<file path="src/include/cyclic_timer_defines.vh">
// constants for the cyclic timer and high-side shutdown block
// assumes a 250 MHz core clock standing in for the internal oscillator
`ifndef CYCLIC_TIMER_DEFINES_VH
`define CYCLIC_TIMER_DEFINES_VH
// register addresses on the serial register port
`define TIMER_CTRL_ADDR      7'h06
`define SHUTDOWN_CTRL_ADDR   7'h07
// reset values
`define TIMER_CTRL_RESET     16'h0000
`define SHUTDOWN_CTRL_RESET  16'h0000
// writable bit masks, reserved bits cleared
`define TIMER_CTRL_WMASK     16'heff7
`define SHUTDOWN_CTRL_WMASK  16'h7bff
// timer control field positions
`define T1_PER_LSB           0
`define T1_ON_LSB            4
`define WAKE_SEL_LSB         7
`define T2_PER_LSB           9
`define T2_ON_LSB            13
// shutdown control field positions
`define OV_DIS_ONE_BIT       7
`define OV_DIS_TWO_BIT       8
`define OV_DIS_THREE_BIT     9
`define OT_SCOPE_BIT         11
`define OV_REC_ONE_BIT       12
// switch configuration codes
`define SW_OFF               4'h0
`define SW_ON                4'h1
`define SW_TIMER_ONE         4'h2
`define SW_TIMER_TWO         4'h3
// time base: one tick per 100 us
`define TICK_TIME_NS         100000
`define CLK_PERIOD_NS        4
`define TICK_CYCLES          (`TICK_TIME_NS / `CLK_PERIOD_NS)
// last step count, TICK_CYCLES - 1; keep the two in step
`define TICK_LAST            15'h61a7
// restart value: the restart edge and the tick register already use two cycles
`define TICK_FIRST           15'h0002
`endif

</file>
<file path="src/hdl/cyclic_timer_ctrl.v">
// cyclic timers and high-side shutdown control with serial register port
// assumes register strobes are one-cycle pulses synchronous to core_clk
// What this block does
// - second timer on-time decode, two stopped codes
// - on-time code 111 acts like 110
// - second timer period decode 10 ms to 2 s
// - first timer on-time decoded like second
// - first timer period decode 10 ms to 2 s
// - wake select: none, first, second, reserved
// - reserved bits read zero, ignore writes
// - timer starts once running on-time written
// - restart clearing a timed switch clears timer
// - other failures keep timer settings
// - wake and sense run together from timer
// - overvoltage recovery restores previous switch state
// - overtemperature shuts all or only affected
// - third switch overvoltage shutdown in normal mode unless disabled
// - first, second switch overvoltage shutdown in normal mode unless disabled
`include "cyclic_timer_defines.vh"
module cyclic_timer_ctrl (
    // clock and reset
    input  wire        core_clk,
    input  wire        rst,
    // serial register port, already deserialised
    input  wire [6:0]  reg_addr,
    input  wire [15:0] reg_wdata,
    input  wire        reg_write,
    input  wire        reg_read,
    output reg  [15:0] reg_rdata,
    // switch configuration from the switch control register
    input  wire [11:0] switch_config,
    // device state and fault inputs
    input  wire        normal_mode,
    input  wire        restart_entry,
    input  wire        overvolt,
    input  wire [2:0]  overtemp,
    // switch and wake outputs
    output reg  [2:0]  switch_drive,
    output reg         cyclic_wake,
    output reg  [1:0]  timer_pulse
);
    reg  [15:0] timer_ctrl_reg;    // cyclic timer control
    reg  [15:0] shutdown_ctrl_reg; // switch shutdown control
    reg  [14:0] step_one_reg;      // cycles into the first timer's 100 us step
    reg  [14:0] step_two_reg;      // cycles into the second timer's 100 us step
    reg  [2:0]  on_one_seen_reg;   // first on-time code as of last cycle
    reg  [2:0]  on_two_seen_reg;   // second on-time code as of last cycle
    reg  [1:0]  tick_reg;          // one-cycle step ticks, one bit per timer
    wire [2:0]  on_one;            // first timer on-time field
    wire [2:0]  on_two;            // second timer on-time field
    wire [1:0]  step_hold;         // timer stopped or restarting this cycle
    reg  [2:0]  ov_off_reg;        // switches held off by overvoltage
    reg  [2:0]  ov_latched_reg;    // switches left off after overvoltage
    reg         ov_prev_reg;       // overvoltage seen last cycle
    reg  [2:0]  restart_clear;     // switches on a timer at restart
    wire [1:0]  pulse;             // raw timer outputs
    wire [1:0]  wake_sel;          // wake selector field
    wire [2:0]  ov_dis;            // overvoltage shutdown disables
    reg  [2:0]  want_on;           // configured switch state
    reg  [2:0]  ov_hit;            // switches shut by overvoltage now
    reg  [15:0] timer_next;        // timer control next value
    integer     i;                 // loop index, switch decode
    integer     j;                 // loop index, overvoltage recovery
    integer     k;                 // loop index, switch outputs

    assign wake_sel = timer_ctrl_reg[`WAKE_SEL_LSB +: 2];
    assign ov_dis   = shutdown_ctrl_reg[`OV_DIS_ONE_BIT +: 3];
    assign on_one   = timer_ctrl_reg[`T1_ON_LSB +: 3];
    assign on_two   = timer_ctrl_reg[`T2_ON_LSB +: 3];
    // same stop and restart test as inside each timer, so a step starts with its period
    assign step_hold[0] = (on_one == 3'h0) || (on_one[2:1] == 2'b11) || (on_one != on_one_seen_reg);
    assign step_hold[1] = (on_two == 3'h0) || (on_two[2:1] == 2'b11) || (on_two != on_two_seen_reg);

    ////////////////////////////////////////////////////////////
    // one 100 us prescaler per timer from the core clock standing in for the oscillator;
    // a shared free-running one would cut the first on-time of a fresh code short
    always @(posedge core_clk) begin
        if (rst) begin
            step_one_reg    <= `TICK_FIRST;
            step_two_reg    <= `TICK_FIRST;
            on_one_seen_reg <= 3'h0;
            on_two_seen_reg <= 3'h0;
            tick_reg        <= 2'h0;
        end else begin
            on_one_seen_reg <= on_one;
            on_two_seen_reg <= on_two;
            // first timer step
            if (step_hold[0]) begin
                step_one_reg <= `TICK_FIRST;
                tick_reg[0]  <= 1'b0;
            end else if (step_one_reg == `TICK_LAST) begin
                step_one_reg <= 15'h0000;
                tick_reg[0]  <= 1'b1;
            end else begin
                step_one_reg <= step_one_reg + 15'h0001;
                tick_reg[0]  <= 1'b0;
            end
            // second timer step
            if (step_hold[1]) begin
                step_two_reg <= `TICK_FIRST;
                tick_reg[1]  <= 1'b0;
            end else if (step_two_reg == `TICK_LAST) begin
                step_two_reg <= 15'h0000;
                tick_reg[1]  <= 1'b1;
            end else begin
                step_two_reg <= step_two_reg + 15'h0001;
                tick_reg[1]  <= 1'b0;
            end
        end
    end

    ////////////////////////////////////////////////////////////
    // two identical timers
    cyclic_timer_unit timer_one (
        .core_clk    (core_clk),
        .rst         (rst),
        .tick        (tick_reg[0]),
        .period_code (timer_ctrl_reg[`T1_PER_LSB +: 3]),
        .on_code     (timer_ctrl_reg[`T1_ON_LSB +: 3]),
        .pulse_reg   (pulse[0])
    );
    cyclic_timer_unit timer_two (
        .core_clk    (core_clk),
        .rst         (rst),
        .tick        (tick_reg[1]),
        .period_code (timer_ctrl_reg[`T2_PER_LSB +: 3]),
        .on_code     (timer_ctrl_reg[`T2_ON_LSB +: 3]),
        .pulse_reg   (pulse[1])
    );

    ////////////////////////////////////////////////////////////
    // configured state of each switch from its 4-bit selector
    always @* begin
        for (i = 0; i < 3; i = i + 1) begin
            case (switch_config[i*4 +: 4])
                `SW_ON:        want_on[i] = 1'b1;
                `SW_TIMER_ONE: want_on[i] = pulse[0];
                `SW_TIMER_TWO: want_on[i] = pulse[1];
                default:       want_on[i] = 1'b0;
            endcase
            restart_clear[i] = (switch_config[i*4 +: 4] == `SW_TIMER_ONE) ||
                               (switch_config[i*4 +: 4] == `SW_TIMER_TWO);
            ov_hit[i] = overvolt && normal_mode && !ov_dis[i];
        end
    end

    // timer control next value: write, or clearing at restart entry
    always @* begin
        timer_next = timer_ctrl_reg;
        if (reg_write && reg_addr == `TIMER_CTRL_ADDR) begin
            timer_next = reg_wdata & `TIMER_CTRL_WMASK;
        end
        // only restart clears settings; other faults leave them alone
        if (restart_entry) begin
            if (restart_clear[0] || restart_clear[1] || restart_clear[2]) begin
                timer_next = `TIMER_CTRL_RESET;
            end
        end
    end

    ////////////////////////////////////////////////////////////
    // register file
    always @(posedge core_clk) begin
        if (rst) begin
            timer_ctrl_reg    <= `TIMER_CTRL_RESET;
            shutdown_ctrl_reg <= `SHUTDOWN_CTRL_RESET;
            reg_rdata         <= 16'h0000;
        end else begin
            timer_ctrl_reg <= timer_next;
            if (reg_write && reg_addr == `SHUTDOWN_CTRL_ADDR) begin
                shutdown_ctrl_reg <= reg_wdata & `SHUTDOWN_CTRL_WMASK;
            end
            // read data registered; unmapped addresses read zero
            if (reg_read) begin
                case (reg_addr)
                    `TIMER_CTRL_ADDR:    reg_rdata <= timer_ctrl_reg;
                    `SHUTDOWN_CTRL_ADDR: reg_rdata <= shutdown_ctrl_reg;
                    default:             reg_rdata <= 16'h0000;
                endcase
            end
        end
    end

    ////////////////////////////////////////////////////////////
    // overvoltage shutdown and recovery per switch
    always @(posedge core_clk) begin
        if (rst) begin
            ov_off_reg     <= 3'h0;
            ov_latched_reg <= 3'h0;
            ov_prev_reg    <= 1'b0;
        end else begin
            ov_prev_reg <= overvolt;
            ov_off_reg  <= ov_hit;
            for (j = 0; j < 3; j = j + 1) begin
                // leaving overvoltage without recovery keeps the switch off
                if (ov_prev_reg && !overvolt && ov_off_reg[j] &&
                    !shutdown_ctrl_reg[`OV_REC_ONE_BIT + j]) begin
                    ov_latched_reg[j] <= 1'b1;
                end else if (reg_write && reg_addr == `SHUTDOWN_CTRL_ADDR) begin
                    ov_latched_reg[j] <= 1'b0;
                end
            end
        end
    end

    ////////////////////////////////////////////////////////////
    // outputs: switches, wake and raw timer pulses
    always @(posedge core_clk) begin
        if (rst) begin
            switch_drive <= 3'h0;
            cyclic_wake  <= 1'b0;
            timer_pulse  <= 2'h0;
        end else begin
            for (k = 0; k < 3; k = k + 1) begin
                switch_drive[k] <= want_on[k] && !ov_off_reg[k] && !ov_latched_reg[k] &&
                                   !(shutdown_ctrl_reg[`OT_SCOPE_BIT] ? overtemp[k]
                                                                     : |overtemp);
            end
            // wake runs alongside sensing from the same pulse
            case (wake_sel)
                2'b01:   cyclic_wake <= pulse[0];
                2'b10:   cyclic_wake <= pulse[1];
                default: cyclic_wake <= 1'b0;
            endcase
            timer_pulse <= pulse;
        end
    end
endmodule // cyclic_timer_ctrl

</file>
<file path="src/hdl/cyclic_timer_unit.v">
// one cyclic timer: period and on-time decode and pulse generation
// assumes a one-cycle tick every 100 us from the parent, whose step restarts with the period
`include "cyclic_timer_defines.vh"
module cyclic_timer_unit (
    // clock and reset
    input  wire       core_clk,
    input  wire       rst,
    // time base, one tick from this timer's own prescaler
    input  wire       tick,
    // configuration
    input  wire [2:0] period_code,
    input  wire [2:0] on_code,
    // output pulse
    output reg        pulse_reg
);
    reg  [15:0] count_reg;   // ticks into current period
    reg  [15:0] period_ticks; // period in 100 us ticks
    reg  [15:0] on_ticks;     // on-time in 100 us ticks
    reg  [2:0]  last_on_reg;  // detects a new on-time write
    wire        running = (on_code != 3'h0) && (on_code < 3'h6);

    ////////////////////////////////////////////////////////////
    // period decode
    always @* begin
        case (period_code)
            3'h0: period_ticks = 16'h0064; // 10 ms
            3'h1: period_ticks = 16'h00c8; // 20 ms
            3'h2: period_ticks = 16'h01f4; // 50 ms
            3'h3: period_ticks = 16'h03e8; // 100 ms
            3'h4: period_ticks = 16'h07d0; // 200 ms
            3'h5: period_ticks = 16'h1388; // 500 ms
            3'h6: period_ticks = 16'h2710; // 1 s
            default: period_ticks = 16'h4e20; // 2 s
        endcase
    end

    // on-time decode
    always @* begin
        case (on_code)
            3'h1: on_ticks = 16'h0001; // 0.1 ms
            3'h2: on_ticks = 16'h0003; // 0.3 ms
            3'h3: on_ticks = 16'h000a; // 1 ms
            3'h4: on_ticks = 16'h0064; // 10 ms
            3'h5: on_ticks = 16'h00c8; // 20 ms
            default: on_ticks = 16'h0000;
        endcase
    end

    ////////////////////////////////////////////////////////////
    // counter restarts whenever on-time changes so a fresh code starts a period
    always @(posedge core_clk) begin
        if (rst) begin
            count_reg   <= 16'h0000;
            last_on_reg <= 3'h0;
            pulse_reg   <= 1'b0;
        end else begin
            last_on_reg <= on_code;
            if (!running || on_code != last_on_reg) begin
                count_reg <= 16'h0000;
            end else if (tick) begin
                if (count_reg + 16'h0001 >= period_ticks) begin
                    count_reg <= 16'h0000;
                end else begin
                    count_reg <= count_reg + 16'h0001;
                end
            end
            // stopped codes: 000 low, 110 and 111 high
            if (on_code == 3'h0) begin
                pulse_reg <= 1'b0;
            end else if (on_code[2:1] == 2'b11) begin
                pulse_reg <= 1'b1;
            end else begin
                pulse_reg <= (count_reg < on_ticks);
            end
        end
    end
endmodule // cyclic_timer_unit

</file>
<file path="config.mk">
export PLATFORM = sky130hd
export DESIGN_NAME = cyclic_timer_ctrl
export DESIGN_NICKNAME = d
export VERILOG_FILES = /design/src/hdl/cyclic_timer_ctrl.v /design/src/hdl/cyclic_timer_unit.v
export VERILOG_INCLUDE_DIRS = /design/src /design/src/include
export SDC_FILE = /design/constraint.sdc
export NUM_CORES = 1
export LEC_CHECK = 0
export BUFFER_PORTS_ARGS = -buffer_cell sky130_fd_sc_hd__buf_2
export CORE_AREA = 8 8 142 171
export DETAILED_ROUTE_END_ITERATION = 6
export DIE_AREA = 0 0 150 179
export HOLD_SLACK_MARGIN = 0.03
export PLACE_DENSITY = 0.57
export SYNTH_ARGS = -nofsm -noshare
export SYNTH_HDL_FRONTEND = slang
export SYNTH_HIERARCHICAL = 1
export SYNTH_SLANG_ARGS = --single-unit
</file>
<file path="constraint.sdc">
create_clock -name core_clk -period 3.5 [get_ports core_clk]
set_input_delay 0.35 -clock core_clk [delete_from_list [all_inputs] [get_ports core_clk]]
set_output_delay 0.35 -clock core_clk [all_outputs]
set_load 0.02 [all_outputs]
</file>
==> impl_metrics.json <==
{
  "status": "finished, final reports clean",
  "fin_crit_sh_pct": 88.0,
  "syn_nets": 933,
  "crit_start": "timer_two/count_reg[0]",
  "numCtsBuffers": 17,
  "dieArea_sq_mm": 0.0269,
  "grt_use_total_pct": 13.6,
  "ys_warn_count": 6,
  "finalHoldViolCount": 0,
  "io_pins": 67,
  "synth_seq_area_share_pct": 37.0,
  "grt_start_max_net_pins": 34,
  "path_clk_slew_ns": 0.07,
  "gp_congestion": 0.793,
  "required_ns": 3.86,
  "synthArstFlopShare_pct": 0,
  "antenna_left": 0,
  "synth_area_leaders": "dfxtp_1, ha_1, nor2_1",
  "slew_violations": 0,
  "wl_per_cell_microns": 15.3,
  "syn-mean-instance-area_sq_um": 8.84,
  "drtIter0Drc": 246,
  "root_buffer": "clkbuf_16",
  "tightestPinTransition_ns": 0.994,
  "syn-cell-area_sq_mm": 0.00741,
  "drt-pass1-iter-count": 4,
  "syn_inst": 838,
  "portBuffers": 66,
  "routed_wl_microns": 17900,
  "worst_clock_skew_ns": 0.00917,
  "synth-edff-count": 0,
  "maxSlewHeadroom_pct": 33.5,
  "max_freq_mhz": 325,
  "viasPerCell": 5.13,
  "hold_start": "overtemp[0]",
  "cts_tree": "built",
  "finalNonFillerCells": 1175,
  "start_util_pct": 34.6,
  "cts.sinks": 137,
  "setup_viol": 0,
  "routed-via-count": 6025,
  "core_area_sq_mm": 0.0214,
  "ctsResizeCount": 0,
  "fin_area_sq_mm": 0.00848,
  "vdd_drop_max_v": 0.000336,
  "hpwl_microns": 13300,
  "die_w_microns": 150,
  "slowest_stage": "dfxtp_1",
  "antenna_cells": 0,
  "crit_type": "reg2reg",
  "cp_cell_sequence": "ha_1 -> nand4_1 -> nor3_1 -> xor2_1 -> ha_1 -> nand3_1 -> nand4b_1 -> nor3_1 -> and3_1 -> a32o_2",
  "clock_path_buffers": 2,
  "synth_ff_type": "dfxtp_1",
  "drv_cap": 0,
  "tns_ns": 0,
  "cp_top_family": "simple AND/OR/NAND/NOR gates",
  "worstSetupStartpointType": "flip-flop",
  "cts_setup_buffers": 0,
  "layout_min_cycle_time_ns": 3.08,
  "placed_cell_area_sq_mm": 0.00789,
  "h-tree-depth": 4,
  "layout-drive-gt1-share_pct": 16.0,
  "cp.arrival_ns": 3.44,
  "nNetsFinal": 983,
  "cp-end-kind": "flip-flop",
  "worst_slack_ns": 0.421,
  "die_height_microns": 179,
  "area_growth_pct": 14.4,
  "pre_cts_slack_ns": 0.474,
  "cellLeakagePower_nw": 3.28,
  "dp_cells": 1143,
  "cts_hold_repair.buffers": 0,
  "critPathMaxStageDelay_ns": 0.45,
  "path_buf_inv": 0,
  "gr-total-overflow": 0,
  "yosysTopAreaCellShare_pct": 37.0,
  "grt_setup_unrepaired": "no",
  "ys_ff_latch": 137,
  "timing.rr.start": "timer_two/count_reg[0]",
  "hold_class": "in2reg",
  "grt_pass1_wl_microns": 29000,
  "antenna_found_initial": 0,
  "critPathMaxFanout": 9,
  "grt_pass1_vias": 5628,
  "clock_latency_ns": 0.42,
  "drc_errors": 0,
  "synth_top_area_cell": "dfxtp_1",
  "rows": 59,
  "fin_util_pct": 39.6,
  "final.fill_count": 2204,
  "synth_cell_types": 60,
  "power_density_mw_per_mm2": 408
}
## cell type report
class	count	area [sq um]	area share, %
clock inverters	14	163	1.92
clock buffers	18	429	5.06
multi-input cells	634	4320	51.0
flip-flops and latches	137	2740	32.4
inverters	24	90.1	1.06
repair buffers	74	390	4.61
well taps	274	343	4.04
## logic make-up after synthesis
group / Yosys count / synth area share [%]
AND/OR/NAND/NOR: 366 / 25.8
flip-flops: 137 / 37.0
AO/OA/AOI/OAI: 124 / 12.0
buffers and inverters: 67 / 4.76
XOR/XNOR: 54 / 6.38
adder cells (fa/ha/maj): 50 / 8.44
multiplexers: 40 / 5.61
## final timing paths
check / end / slack [ns] / depth (start not counted)
setup reg to reg: timer_two/count_reg[6] / 0.42 / 10
hold reg to reg: timer_ctrl_reg[12] / 0.43 / 2
setup / recovery: timer_two/count_reg[6] / 0.42 / 10
hold / removal: switch_drive[0] / 0.16 / 2
## power breakdown
group / leakage (nW) / internal [W] / switching [W] / total [W]
sequential: 1.10 / 0.00156 / 0.00000314 / 0.00157
combinational: 1.90 / 0.0000344 / 0.0000513 / 0.0000857
clock: 0.276 / 0.00107 / 0.000743 / 0.00181
total: 3.28 / 0.00266 / 0.000798 / 0.00346
## cells in the mapped netlist (all sizes together) (23+ instances only)
master  instances
clkbuf         27
a21oi          45
xnor2          35
nor3           37
o21ai          23
inv            24
ha             50
nand2          56
nor2           86
dfxtp         137
mux2i          28
nand3          56
nand2b         28
## per-stage QoR
step	hold WS [ns]	power, W
CTS	0.137	0.00350
floorplan	0.407	0.00164
finish	0.158	0.00346
detailed placement	0.419	0.00169
global placement	0.415	0.00169
global route	0.177	0.00358
## per-layer routing
layer	GRT usage, %	up-vias	wire length, microns
met5	0	-	0
met4	5.63	0	253
met3	2.53	14	639
met2	22.3	88	8670
met1	17.2	2825	8380
li1	-	3098	-
## cells in the final DEF (no fill, tap or decap), types with 16 or more instances in the layout
cell type    n
ha_1        50
nand3_1     56
nand2_1     56
inv_1       22
xor2_1      19
clkbuf_16   17
xnor2_1     35
nor3_1      36
nor4_1      16
buf_2       66
nand2b_1    28
dfxtp_1    137
mux2i_1     28
o21ai_0     19
nor2_1      86
a21oi_1     45
No activity file was read; power rests on OpenSTA's default activity.
